===== config.mk =====
export PLATFORM = sky130hd
export DESIGN_NAME = wdg_dog_flat
export DESIGN_NICKNAME = d
export VERILOG_FILES = /design/src/hdl/wdg_pkg.sv /design/src/hdl/wdg_link_if.sv /design/src/hdl/wdg_dog.sv /design/src/flat_wrapper.sv
export SDC_FILE = /design/constraint.sdc
export NUM_CORES = 1
export LEC_CHECK = 0
export BUFFER_PORTS_ARGS = -buffer_cell sky130_fd_sc_hd__buf_2
export CAP_MARGIN = 20
export CORE_ASPECT_RATIO = 1.2
export CORE_UTILIZATION = 58
export DETAILED_ROUTE_END_ITERATION = 12
export GPL_TIMING_DRIVEN = 0
export PLACE_DENSITY = 0.79
export SETUP_SLACK_MARGIN = 0.15
export SLEW_MARGIN = 25
export SYNTH_ARGS = -nofsm -noshare
export SYNTH_HDL_FRONTEND = slang
export SYNTH_SLANG_ARGS = --single-unit

===== constraint.sdc =====
create_clock -name clk_in -period 10.37 [get_ports clk_in]
set_input_delay 1.037 -clock clk_in [delete_from_list [all_inputs] [get_ports clk_in]]
set_output_delay 1.037 -clock clk_in [all_outputs]
set_load 0.1 [all_outputs]

===== src/hdl/wdg_pkg.sv =====
// Package for the watchdog and reset-cause block: offsets, fields, timing
`default_nettype none
package wdg_pkg;
   // Register selects on the shared register port (no bus documented)
   localparam logic [1:0] WDG_SEL_NONE = 2'h0;
   localparam logic [1:0] WDG_SEL_CAUSE = 2'h1;
   localparam logic [1:0] WDG_SEL_CTRL = 2'h2;
   // reset_cause_status fields
   localparam int WDG_CAUSE_POWERON_BIT = 0;
   localparam int WDG_CAUSE_PIN_BIT = 1;
   localparam int WDG_CAUSE_BROWNOUT_BIT = 2;
   localparam int WDG_CAUSE_DOG_BIT = 3;
   localparam logic [7:0] WDG_CAUSE_RESET = 8'h00;
   // dog_control_status fields
   localparam int WDG_CTL_PRE0_BIT = 0;
   localparam int WDG_CTL_PRE1_BIT = 1;
   localparam int WDG_CTL_PRE2_BIT = 2;
   localparam int WDG_CTL_RST_EN_BIT = 3;
   localparam int WDG_CTL_CHG_EN_BIT = 4;
   localparam int WDG_CTL_PRE3_BIT = 5;
   localparam int WDG_CTL_IRQ_EN_BIT = 6;
   localparam int WDG_CTL_IRQ_FLAG_BIT = 7;
   localparam logic [3:0] WDG_PRESCALE_RESET = 4'h0;
   localparam logic [3:0] WDG_PRESCALE_MAX = 4'h9;
   // Timing
   localparam int WDG_CLK_HZ = 25_000_000;
   localparam int WDG_OSC_HZ = 128_000;
   localparam int WDG_OSC_DIV = (WDG_CLK_HZ + WDG_OSC_HZ / 2) / WDG_OSC_HZ;
   localparam int WDG_BASE_TICKS = 2048;
   localparam int WDG_CHG_WINDOW_CYC = 4;
   localparam int WDG_MIN_TIMEOUT_MS = 16;
   localparam int WDG_MAX_TIMEOUT_S = 8;
endpackage
`default_nettype wire

===== src/hdl/wdg_link_if.sv =====
// Interface joining the watchdog block to the core that drives it
`default_nettype none
interface wdg_link_if;
   logic restart;
   logic [1:0] wr_sel;
   logic [7:0] wr_data;
   logic [7:0] cause_rd;
   logic [7:0] ctrl_rd;
   logic irq;
   logic irq_ack;
   logic sys_reset;
   modport dog (input restart, input wr_sel, input wr_data, input irq_ack,
      output cause_rd, output ctrl_rd, output irq, output sys_reset);
   modport core (output restart, output wr_sel, output wr_data, output irq_ack,
      input cause_rd, input ctrl_rd, input irq, input sys_reset);
endinterface
`default_nettype wire


===== src/hdl/wdg_dog.sv =====
// Watchdog timer with reset-cause status, the documented device end
// How it works
// [RL1] Brown-out sets bit 2; poweron or zero-write clears
// [RL2] Pin reset sets bit 1; poweron, zero-write clear
// [RL3] Poweron sets bit 0; only zero-write clears (here rst_n_in also clears it)
// [RL4] Software reads then clears cause flags early
// [RL5] Counter ticks on 128 kHz enable
// [RL6] Expiry raises the current mode's action
// [RL7] Restart instruction zeroes the counter
// [RL8] Interrupt mode: flag and wake, no reset
// [RL9] Reset mode: expiry resets the system
// [RL10] Combined mode: interrupt, then reset mode
// [RL11] Fuse forces reset-enable one, irq-enable zero
// [RL12] Unlock writes change-enable and reset-enable together
// [RL13] Protected update accepted within four cycles
// [RL14] Time-out spans 16 ms to 8 s
// [RL15] After dog reset, reset mode stays on
// [RL16] Init software clears dog flag, then reset-enable
// [RL17] Restart counter before changing prescaler
// [RL18] Dog reset sets bit 3; poweron, zero-write clear
// [RL19] Dog cause flag forces reset-enable high
// [RL20] Change-enable self-clears after four cycles
// [RL21] Prescaler 0..9 gives 2048 doubling ticks
// [RL22] Locked writes cannot clear reset-enable or prescaler
`default_nettype none
module wdg_dog
   import wdg_pkg::*;
#(
   parameter int OSC_DIV = WDG_OSC_DIV
)
(
   input wire logic clk_in,
   input wire logic rst_n_in,
   input wire logic poweron_in,
   input wire logic pin_reset_in,
   input wire logic brownout_in,
   input wire logic dog_always_on_fuse_in,
   wdg_link_if.dog link
);
   import wdg_pkg::*;

   typedef struct packed {
      logic [15:0] div;
      logic [20:0] count;
      logic [7:0] cause;
      logic [3:0] prescale;
      logic rst_en;
      logic irq_en;
      logic irq_flag;
      logic [2:0] chg_cnt;
      logic sys_reset;
   } wdg_state_t;

   wdg_state_t st_r;
   wdg_state_t st_nxt;
   logic tick;
   logic expire;
   logic [20:0] limit;
   logic [7:0] d;
   logic act_reset;
   logic act_irq;

   ////////////////////////////////////////////////////////////////
   // Time-out limit; reserved codes fall back to the longest period
   always_comb
   begin
      if (st_r.prescale > WDG_PRESCALE_MAX)
         limit = 21'(WDG_BASE_TICKS) << WDG_PRESCALE_MAX; // [RL21]
      else
         limit = 21'(WDG_BASE_TICKS) << st_r.prescale; // [RL21] [RL14]
   end

   // One clock only: the slow oscillator rate is an enable pulse
   // from the divider, so the timer needs no second clock domain
   assign tick = (st_r.div == 16'(OSC_DIV - 1)); // [RL5]
   assign expire = tick && (st_r.count + 21'h1 >= limit); // [RL6]
   assign d = link.wr_data;

   ////////////////////////////////////////////////////////////////
   // Expiry action decode. An interrupt still pending at the next
   // expiry means its handler never ran, so combined mode falls
   // through to a reset rather than raising the flag once more.
   always_comb
   begin
      act_reset = 1'b0;
      act_irq = 1'b0;
      if (expire)
      begin
         if (dog_always_on_fuse_in)
            act_reset = 1'b1; // Fuse overrides both enables [RL11]
         else if (st_r.rst_en && (!st_r.irq_en || st_r.irq_flag))
            act_reset = 1'b1; // [RL9] [RL10]
         else if (st_r.irq_en)
            act_irq = 1'b1; // [RL8]
      end
   end

   ////////////////////////////////////////////////////////////////
   // Next-state logic for the whole block
   always_comb
   begin
      st_nxt = st_r;
      st_nxt.sys_reset = 1'b0;
      st_nxt.div = tick ? 16'h0000 : st_r.div + 16'h0001; // [RL5]
      // Counter: restart wins over ticking
      if (link.restart)
         st_nxt.count = 21'h000000; // [RL7]
      else if (expire)
         st_nxt.count = 21'h000000;
      else if (tick)
         st_nxt.count = st_r.count + 21'h000001; // [RL5]
      // Change window countdown
      if (st_r.chg_cnt != 3'h0)
         st_nxt.chg_cnt = st_r.chg_cnt - 3'h1; // [RL20]
      // Cause register write: zero clears, one leaves alone
      if (link.wr_sel == WDG_SEL_CAUSE)
         st_nxt.cause = st_r.cause & {4'h0, d[3:0]}; // [RL1] [RL2] [RL3] [RL18]
      // Control register write; a locked write may still set rst_en
      // and always reaches the interrupt bits
      if (link.wr_sel == WDG_SEL_CTRL)
      begin
         st_nxt.irq_en = d[WDG_CTL_IRQ_EN_BIT];
         if (d[WDG_CTL_IRQ_FLAG_BIT])
            st_nxt.irq_flag = 1'b0; // One clears the flag
         if (d[WDG_CTL_CHG_EN_BIT] && d[WDG_CTL_RST_EN_BIT])
         begin
            st_nxt.rst_en = 1'b1;
            st_nxt.chg_cnt = 3'(WDG_CHG_WINDOW_CYC); // [RL13] [RL20]
         end
         else if (st_r.chg_cnt != 3'h0 && !d[WDG_CTL_CHG_EN_BIT])
         begin
            st_nxt.rst_en = d[WDG_CTL_RST_EN_BIT]; // [RL13]
            st_nxt.prescale = {d[WDG_CTL_PRE3_BIT], d[WDG_CTL_PRE2_BIT],
               d[WDG_CTL_PRE1_BIT], d[WDG_CTL_PRE0_BIT]};
            st_nxt.chg_cnt = 3'h0;
         end
         else if (d[WDG_CTL_RST_EN_BIT])
            st_nxt.rst_en = 1'b1; // Setting is always allowed [RL22]
      end
      // Interrupt acknowledge by vector entry
      if (link.irq_ack)
      begin
         st_nxt.irq_flag = 1'b0;
         if (st_r.rst_en)
            st_nxt.irq_en = 1'b0; // Combined mode drops to reset mode [RL10]
      end
      // Expiry action; set beats clear
      if (act_reset)
      begin
         st_nxt.sys_reset = 1'b1; // [RL9] [RL6]
         st_nxt.cause[WDG_CAUSE_DOG_BIT] = 1'b1; // [RL18]
         st_nxt.rst_en = 1'b1; // [RL15]
         st_nxt.irq_en = 1'b0; // Leaves plain reset mode [RL15]
         st_nxt.irq_flag = 1'b0;
      end
      else if (act_irq)
         st_nxt.irq_flag = 1'b1; // Enable stays until the vector runs [RL8] [RL10]
      // External causes win over a same-cycle zero-write clear; a same-cycle poweron still clears them
      if (pin_reset_in)
         st_nxt.cause[WDG_CAUSE_PIN_BIT] = 1'b1; // [RL2]
      if (brownout_in)
         st_nxt.cause[WDG_CAUSE_BROWNOUT_BIT] = 1'b1; // [RL1]
      // Power-on restores the configuration and keeps only its own flag
      if (poweron_in)
      begin
         st_nxt.cause = 8'h01; // [RL3] [RL1] [RL2] [RL18]
         st_nxt.rst_en = 1'b0;
         st_nxt.irq_en = 1'b0;
         st_nxt.irq_flag = 1'b0;
         st_nxt.prescale = WDG_PRESCALE_RESET;
         st_nxt.count = 21'h000000;
         st_nxt.chg_cnt = 3'h0;
      end
      // Overrides applied last
      if (st_nxt.cause[WDG_CAUSE_DOG_BIT])
         st_nxt.rst_en = 1'b1; // [RL19]
      if (dog_always_on_fuse_in)
      begin
         st_nxt.rst_en = 1'b1; // [RL11]
         st_nxt.irq_en = 1'b0; // [RL11]
      end
   end

   ////////////////////////////////////////////////////////////////
   // State register; rst_n_in clears everything, cause flags too,
   // so a power-on is recorded only through poweron_in
   always_ff @(posedge clk_in or negedge rst_n_in)
   begin
      if (!rst_n_in)
      begin
         st_r <= '0;
      end
      else
      begin
         st_r <= st_nxt;
      end
   end

   ////////////////////////////////////////////////////////////////
   // Read views and strobes; bit 4 reads back as the open window,
   // so software can tell whether the update slot is still open
   assign link.cause_rd = {4'h0, st_r.cause[3:0]};
   assign link.ctrl_rd = {st_r.irq_flag, st_r.irq_en, st_r.prescale[3],
      (st_r.chg_cnt != 3'h0), st_r.rst_en, st_r.prescale[2:0]};
   assign link.irq = st_r.irq_flag && st_r.irq_en; // Wakes from sleep [RL8]
   assign link.sys_reset = st_r.sys_reset;
endmodule
`default_nettype wire


===== src/flat_wrapper.sv =====
// flat-port wrapper written by rule: the top's interface ports become plain ports
module wdg_dog_flat import wdg_pkg::*;
#(
   parameter int OSC_DIV = WDG_OSC_DIV
)
  (clk_in, rst_n_in, poweron_in, pin_reset_in, brownout_in, dog_always_on_fuse_in, link_restart, link_wr_sel, link_wr_data, link_irq_ack, link_cause_rd, link_ctrl_rd, link_irq, link_sys_reset);
  wdg_link_if link_i ();
  input wire logic clk_in;
  input wire logic rst_n_in;
  input wire logic poweron_in;
  input wire logic pin_reset_in;
  input wire logic brownout_in;
  input wire logic dog_always_on_fuse_in;
  input wire logic [$bits(link_i.restart)-1:0] link_restart;
  input wire logic [$bits(link_i.wr_sel)-1:0] link_wr_sel;
  input wire logic [$bits(link_i.wr_data)-1:0] link_wr_data;
  input wire logic [$bits(link_i.irq_ack)-1:0] link_irq_ack;
  output wire logic [$bits(link_i.cause_rd)-1:0] link_cause_rd;
  output wire logic [$bits(link_i.ctrl_rd)-1:0] link_ctrl_rd;
  output wire logic [$bits(link_i.irq)-1:0] link_irq;
  output wire logic [$bits(link_i.sys_reset)-1:0] link_sys_reset;
  assign link_i.restart = link_restart;
  assign link_i.wr_sel = link_wr_sel;
  assign link_i.wr_data = link_wr_data;
  assign link_i.irq_ack = link_irq_ack;
  assign link_cause_rd = link_i.cause_rd;
  assign link_ctrl_rd = link_i.ctrl_rd;
  assign link_irq = link_i.irq;
  assign link_sys_reset = link_i.sys_reset;
  wdg_dog #(.OSC_DIV(OSC_DIV)) u_core (.clk_in(clk_in), .rst_n_in(rst_n_in), .poweron_in(poweron_in), .pin_reset_in(pin_reset_in), .brownout_in(brownout_in), .dog_always_on_fuse_in(dog_always_on_fuse_in), .link(link_i));
endmodule

==> reports/metrics.cfg, run 1 <==
[outcome]
run_status=completed

[clocking]
cts_root_buf=clkbuf_8
clk_pin_slew_ps=90
clk_latency_ps=310
post_cts_buffers=0
clk_path_buf_depth=2
clock_sinks=52
cts_tree=done
htreeDepth=2
hold_buffers=0
cts_made_buffers=5
cts-resized-gates=0

[power]
combPwrFrac_pct=26.4
p_int_uw=298.0
leakagePower_nw=1.731
peakVddDrop_uv=93.74
power_switching_uw=161.8
clockPowerShare_pct=26.8
p_seq_share_pct=46.8
swShare_pct=35.19
p_per_area_nw_per_um2=130.4

[die]
dieHeight_um=83.07
core_area_sq_um=5298
start_util_pct=59.97
placementRows=29
pin_count=36
die_area_sq_um=5778
die_w_um=69.56

[logic_synthesis]
synth_edf_count=0
async_flop_share_pct=100.0
ys_warn_count=0
ys_top_cells_by_area=dfrtp_1 41%, ha_1 6.3%, xnor2_1 5.0%
synth_area_sq_um=3177
syn_inst=344
seq_area_frac_synth_pct=40.96
syn_avg_cell_area_sq_um=9.235
ys_ff_latch=52
synth.distinct_cells=46
synth_top_area_share_pct=40.96
yosys.area.top_type=dfrtp_1
synth_flop_cell=dfrtp_1

[sta]
post-route-period-util_pct=37.98
worstMarginPinSlew_ps=805.8
fin_crit_ps=3938
slew_violations=0
rsz0062_at_grt=no
finClkSkew_ps=6.212
clock.fmax_mhz=253.9
setup_viol=0
hold_viol_final=0
setup_tns_ps=0
relSlewSlack_pct=45.86

[critical_path]
reg2regPathDepth=12
crit_type=reg -> reg
cp_slowest_stage_delay_ps=640
r2r_start=u_core.st_r[19]$_DFFE_PN0P_
cpMaxStageDelayCell=nor4_1
setup.worst_path.start=u_core.st_r[19]$_DFFE_PN0P_
crit_family=simple AND/OR/NAND/NOR gates
crit_arrival_ps=4140
reg2reg_to=u_core.st_r[35]$_DFFE_PN0P_
cp.required_ps=10570
cp_num_buf_inv=1
crit_chain=ha_1 > nand4_1 > nor4_1 > nand4_1 > xnor2_1 > ha_1 > and4_1 > o2111ai_1 > o2111ai_4 > clkbuf_1 > o21ai_0 > a21o_1
rrSetupSlack_ps=6430
path_max_fanout=10
cp.depth=12
crit_path_end_kind=flop
startpoint_type=flop

[run]
cap_violations=0

[final_layout]
filler_cell_count=448
num-nets-final=419
area_growth_pct=10.99
seq_area_sq_um=1301
finalInstanceArea_sq_um=3526
diodes=0
final_common_cell=dfrtp_1
final_cell_mix=52 x dfrtp_1, 32 x nand2_1, 31 x buf_2, 24 x nor2_1, 24 x o21ai_0
fin_util_pct=66.56
layout-drive-gt1-share_pct=15.80
multi_input_area_sq_um=1688

[routing]
avgViaCountPerCell=5.650
drc=0
final_antenna_net_count=0
via_count=2531
post_drt_wl_per_cell_um=13.91
drt_wl_total_um=6231
drt_iter0_drc=107
drt_first_pass_iters=4

[placed_design]
io_buffers=31
post-dp-hpwl_um=4596
place_congestion=0.8201
dpl_cell_area_sq_um=3428

[global_routing]
grt_pass1_wl_um=11160
overflow=0
first_global_vias=2546
antenna_found_initial=0
met2_usage_pct=40.69
grt_max_degree=53
grt_busiest_layer=met2
track_usage_pct=23.94
grt_use_met3_pct=4.126
grtUsageMet1_pct=30.39

[hold_path]
min_from=u_core.st_r[55]$_DFF_PN0_
min_path_cells=1
min_to=u_core.st_r[55]$_DFF_PN0_
hold_class=reg -> reg

metrics by stage:
stage | std cells | hold slack [ps] | power [mW] | worst slack [ps]
after CTS | 448 | 480.7 | 0.4641 | 6432
after floorplan | 347 | 446.4 | 0.3165 | 7117
final | 448 | 480.8 | 0.4598 | 6432
after detailed placement | 440 | 463.3 | 0.3412 | 6461
after global placement | 440 | 463.3 | 0.3380 | 6515
after global routing | 448 | 507.5 | 0.4819 | 6052
area by class of cell:
class,instances,share of cell area (%)
plain buffers,24,4.507
clock buffers,6,2.342
clock inverters,2,0.4258
inverters,12,1.278
multi-input cells,259,47.87
flip-flops and latches,52,36.91
well taps,62,2.200
repair buffers,31,4.471
sequential cells by signal, summed over array words and instances (netlist names):
| name | cells |
|---|---|
| u_core.link.cause_rd | 4 |
| u_core.link.ctrl_rd | 7 |
| u_core.link.sys_reset | 1 |
| u_core.st_r | 40 |
per-layer routing:
metal | routed length (um) | vias to the layer above
met5 | 0 | -
met4 | 74 | 0
met3 | 162 | 5
met2 | 3028 | 36
met1 | 2966 | 1207
li1 | - | 1283
power by group through the flow:
stage / Combinational, mW / Clock, mW / Sequential (mW)
floorplan: 0.0988 / 0 / 0.218
global placement: 0.119 / 0 / 0.219
detailed placement: 0.122 / 0 / 0.219
CTS: 0.122 / 0.127 / 0.215
global route: 0.131 / 0.134 / 0.216
finish: 0.121 / 0.123 / 0.215
synth_stat cells, types with 4 or more instances:
cell type,count
dfrtp_1,52
nand2_1,32
nor2_1,24
o21ai_0,24
xnor2_1,18
nor3_1,17
buf_4,16
ha_1,16
nand3_1,13
a21o_1,12
inv_1,12
nand4_1,12
xor2_1,9
a21oi_1,8
and3_1,8
clkbuf_1,6
mux2i_1,6
nor2b_1,5
nor4_1,5
a22o_1,4
and2_1,4
nand2b_1,4
nor3b_1,4
worst max-delay path by stage:
stage,to,slack (ps)
2_1_floorplan,u_core.st_r[38]$_DFFE_PN0P_,7120
3_5_place_dp,u_core.st_r[35]$_DFFE_PN0P_,6460
6_report,u_core.st_r[35]$_DFFE_PN0P_,6430
5_1_grt,u_core.st_r[33]$_DFFE_PN0P_,6050
3_3_place_gp,u_core.st_r[30]$_DFFE_PN0P_,6520
4_1_cts,u_core.st_r[24]$_DFFE_PN0P_,6430
cells by family after synthesis:
kind of cell    after synthesis  share of synthesized area (%)
buf+inv                      36                          6.420
simple gates                143                          23.36
mux                           6                          1.891
fa+ha+maj                    16                          6.302
compound gates               63                          13.51
other cells                   1                         0.1180
xor+xnor                     27                          7.444
flops                        52                          40.96
(Power assumes the default switching activity.)
==> inputs of run 2 (changes only) <==
Settings changed: CORE_UTILIZATION 58 to 53, PLACE_DENSITY 0.79 to 0.76.
Clock period 10.37 ns to 3.5 ns, I/O delays scaled along.
==> run 2 against run 1 <==
  * Sequential power grew to 3.0 times the previous value
  * Non-clock buffer count is 24 higher
  * Combinational power grew to 3.3 times the previous value
  * Routed wire length is 20% higher
  * Die area is 9.2% higher
  * Fmax is 14% higher
  * Via count is 9.7% higher
  * Critical path depth is 1 higher
  * Setup slack worse by 6400 ps
  * Clock power grew to 3.5 times the previous value
  * Utilization is 3.5 points higher
  * Clock skew is 6.4 ps higher
  * Largest power group unchanged
==> reports/metrics.cfg, run 2 (synthesis gave the netlist of run 1 again) <==
[final_layout]
diodes=0
fin_util_pct=70.04
final_cell_mix=45 x dfrtp_1, 38 x buf_4, 32 x nand2_1, 31 x buf_2, 21 x nor2_1
largest_reg_flops=40
layout-drive-gt1-share_pct=30.00
filler_cell_count=427
area_growth_pct=25.80
final_common_cell=dfrtp_1
num-nets-final=443
seq_area_sq_um=1310
multi_input_area_sq_um=1894
final_cells=490
top_register=u_core.st_r

[routing]
post_drt_wl_per_cell_um=15.24
final_antenna_net_count=0
via_count=2777
avgViaCountPerCell=5.667
drt_first_pass_iters=4
drc=0
drt_iter0_drc=175
drt_wl_total_um=7466

[die]
start_util_pct=55.68
pin_count=36
dieHeight_um=86.81
die_area_sq_um=6309
placementRows=30
core_area_sq_um=5705
die_w_um=72.68

[critical_path]
crit_type=reg -> reg
crit_chain=ha_2 > nand4_1 > nor4_4 > nand4_1 > xnor2_1 > ha_1 > a211o_1 > a221oi_4 > o2111ai_4 > buf_12 > buf_6 > nor3b_1 > a21o_1
crit_top_cell=nand4_1
path_max_fanout=5
cpMaxStageDelayCell=dfrtp_1
rrSetupSlack_ps=50
cp_slowest_stage_delay_ps=420
startpoint_type=flop
crit_arrival_ps=3690
crit_path_end_kind=flop
cp.required_ps=3740

[global_routing]
track_usage_pct=23.27
grt_pass1_wl_um=11320
grt_max_degree=53
antenna_found_initial=0
first_global_vias=2520
overflow=0

[sta]
rsz0062_at_grt=yes
finClkSkew_ps=12.66
slew_violations=0
hold_viol_final=0
setup_viol=0
fin_crit_ps=3450
clock.fmax_mhz=289.8
worstMarginPinSlew_ps=864.8
relSlewSlack_pct=41.90
post-route-period-util_pct=98.57

[clocking]
clk_latency_ps=320
htreeDepth=2
clk_pin_slew_ps=100
clock_sinks=52
cts_root_buf=clkbuf_8
cts_tree=done
cts_made_buffers=5
clk_path_buf_depth=2
hold_buffers=0

[placed_design]
dp_cells=458
io_buffers=31
post-dp-hpwl_um=4699
place_congestion=0.7708

[outcome]
run_status=completed

[run]
cap_violations=0

[power]
leakagePower_nw=1.954
peakVddDrop_uv=252.0
p_per_area_nw_per_um2=366.1
p_total_mw=1.463

[hold_path]
hold_class=in -> async

[run 2: where the power goes]
part	internal [mW]	switching, mW	total, mW
combinational	0.120	0.276	0.397
clock	0.216	0.214	0.429
sequential	0.621	0.0165	0.637
total	0.956	0.507	1.46
[run 2: timing repair]
action / CTS / global route
pin swaps: 4 / 19
buffers inserted: 5 / 17
setup endpoints to repair: 26 / 25
resized for setup: 11 / 58
cloned: 0 / 2
[run 2: through the flow]
step	hold slack, ps	area (sq um)	setup WS, ps	setup TNS, ps
CTS	75.64	3647	151.5	0
global placement	468.0	3443	-379.0	-6646
finish	36.20	3996	49.89	0
floorplan	54.41	3188	247.4	0
global route	96.78	3996	-80.96	-241.5
detailed placement	425.8	3451	-418.5	-7836
[run 2: layout make-up]
type	count	share of cell area [%]
Sequential cell	52	32.78
Tap cell	80	2.505
Timing Repair Buffer	55	8.892
Inverter	12	1.127
Multi-Input combinational cell	259	47.40
Buffer	24	4.415
Clock buffer	5	1.722
Clock inverter	3	1.158
[run 2: routing by layer]
metal  wire (um)  GRT usage, %  vias up
met3         315         4.070       12
met2        3899         40.53       77
li1            -             -     1338
met1        3149         29.09     1350
met5           0             0        -
met4         100         7.487        0
[run 2: worst paths after layout]
check | from | end | cells past startpoint
worst max register to register | u_core.st_r[20]$_DFFE_PN0P_ | u_core.st_r[21]$_DFFE_PN0P_ | 13
worst max-delay path | u_core.st_r[20]$_DFFE_PN0P_ | u_core.st_r[21]$_DFFE_PN0P_ | 13
min in group clk_in | brownout_in | u_core.link.cause_rd[2]$_DFFE_PN0P_ | 3
worst min-delay path | rst_n_in | u_core.st_r[1]$_DFF_PN0_ | 1
worst min register to register | u_core.st_r[55]$_DFF_PN0_ | u_core.st_r[55]$_DFF_PN0_ | 1
max in group asynchronous | rst_n_in | u_core.st_r[21]$_DFFE_PN0P_ | 1
[run 2: worst max-delay path: cells and delay by family, from the launching register on]
| kind | cells | cell delay (ps) |
|---|---|---|
| AOI/OAI and AO/OA | 4 | 970 |
| xor gates and xnor gates | 1 | 230 |
| adders and majority gates | 2 | 500 |
| buffers and inverters | 2 | 320 |
| DFF | 1 | 420 |
| and+or+nand+nor | 4 | 930 |
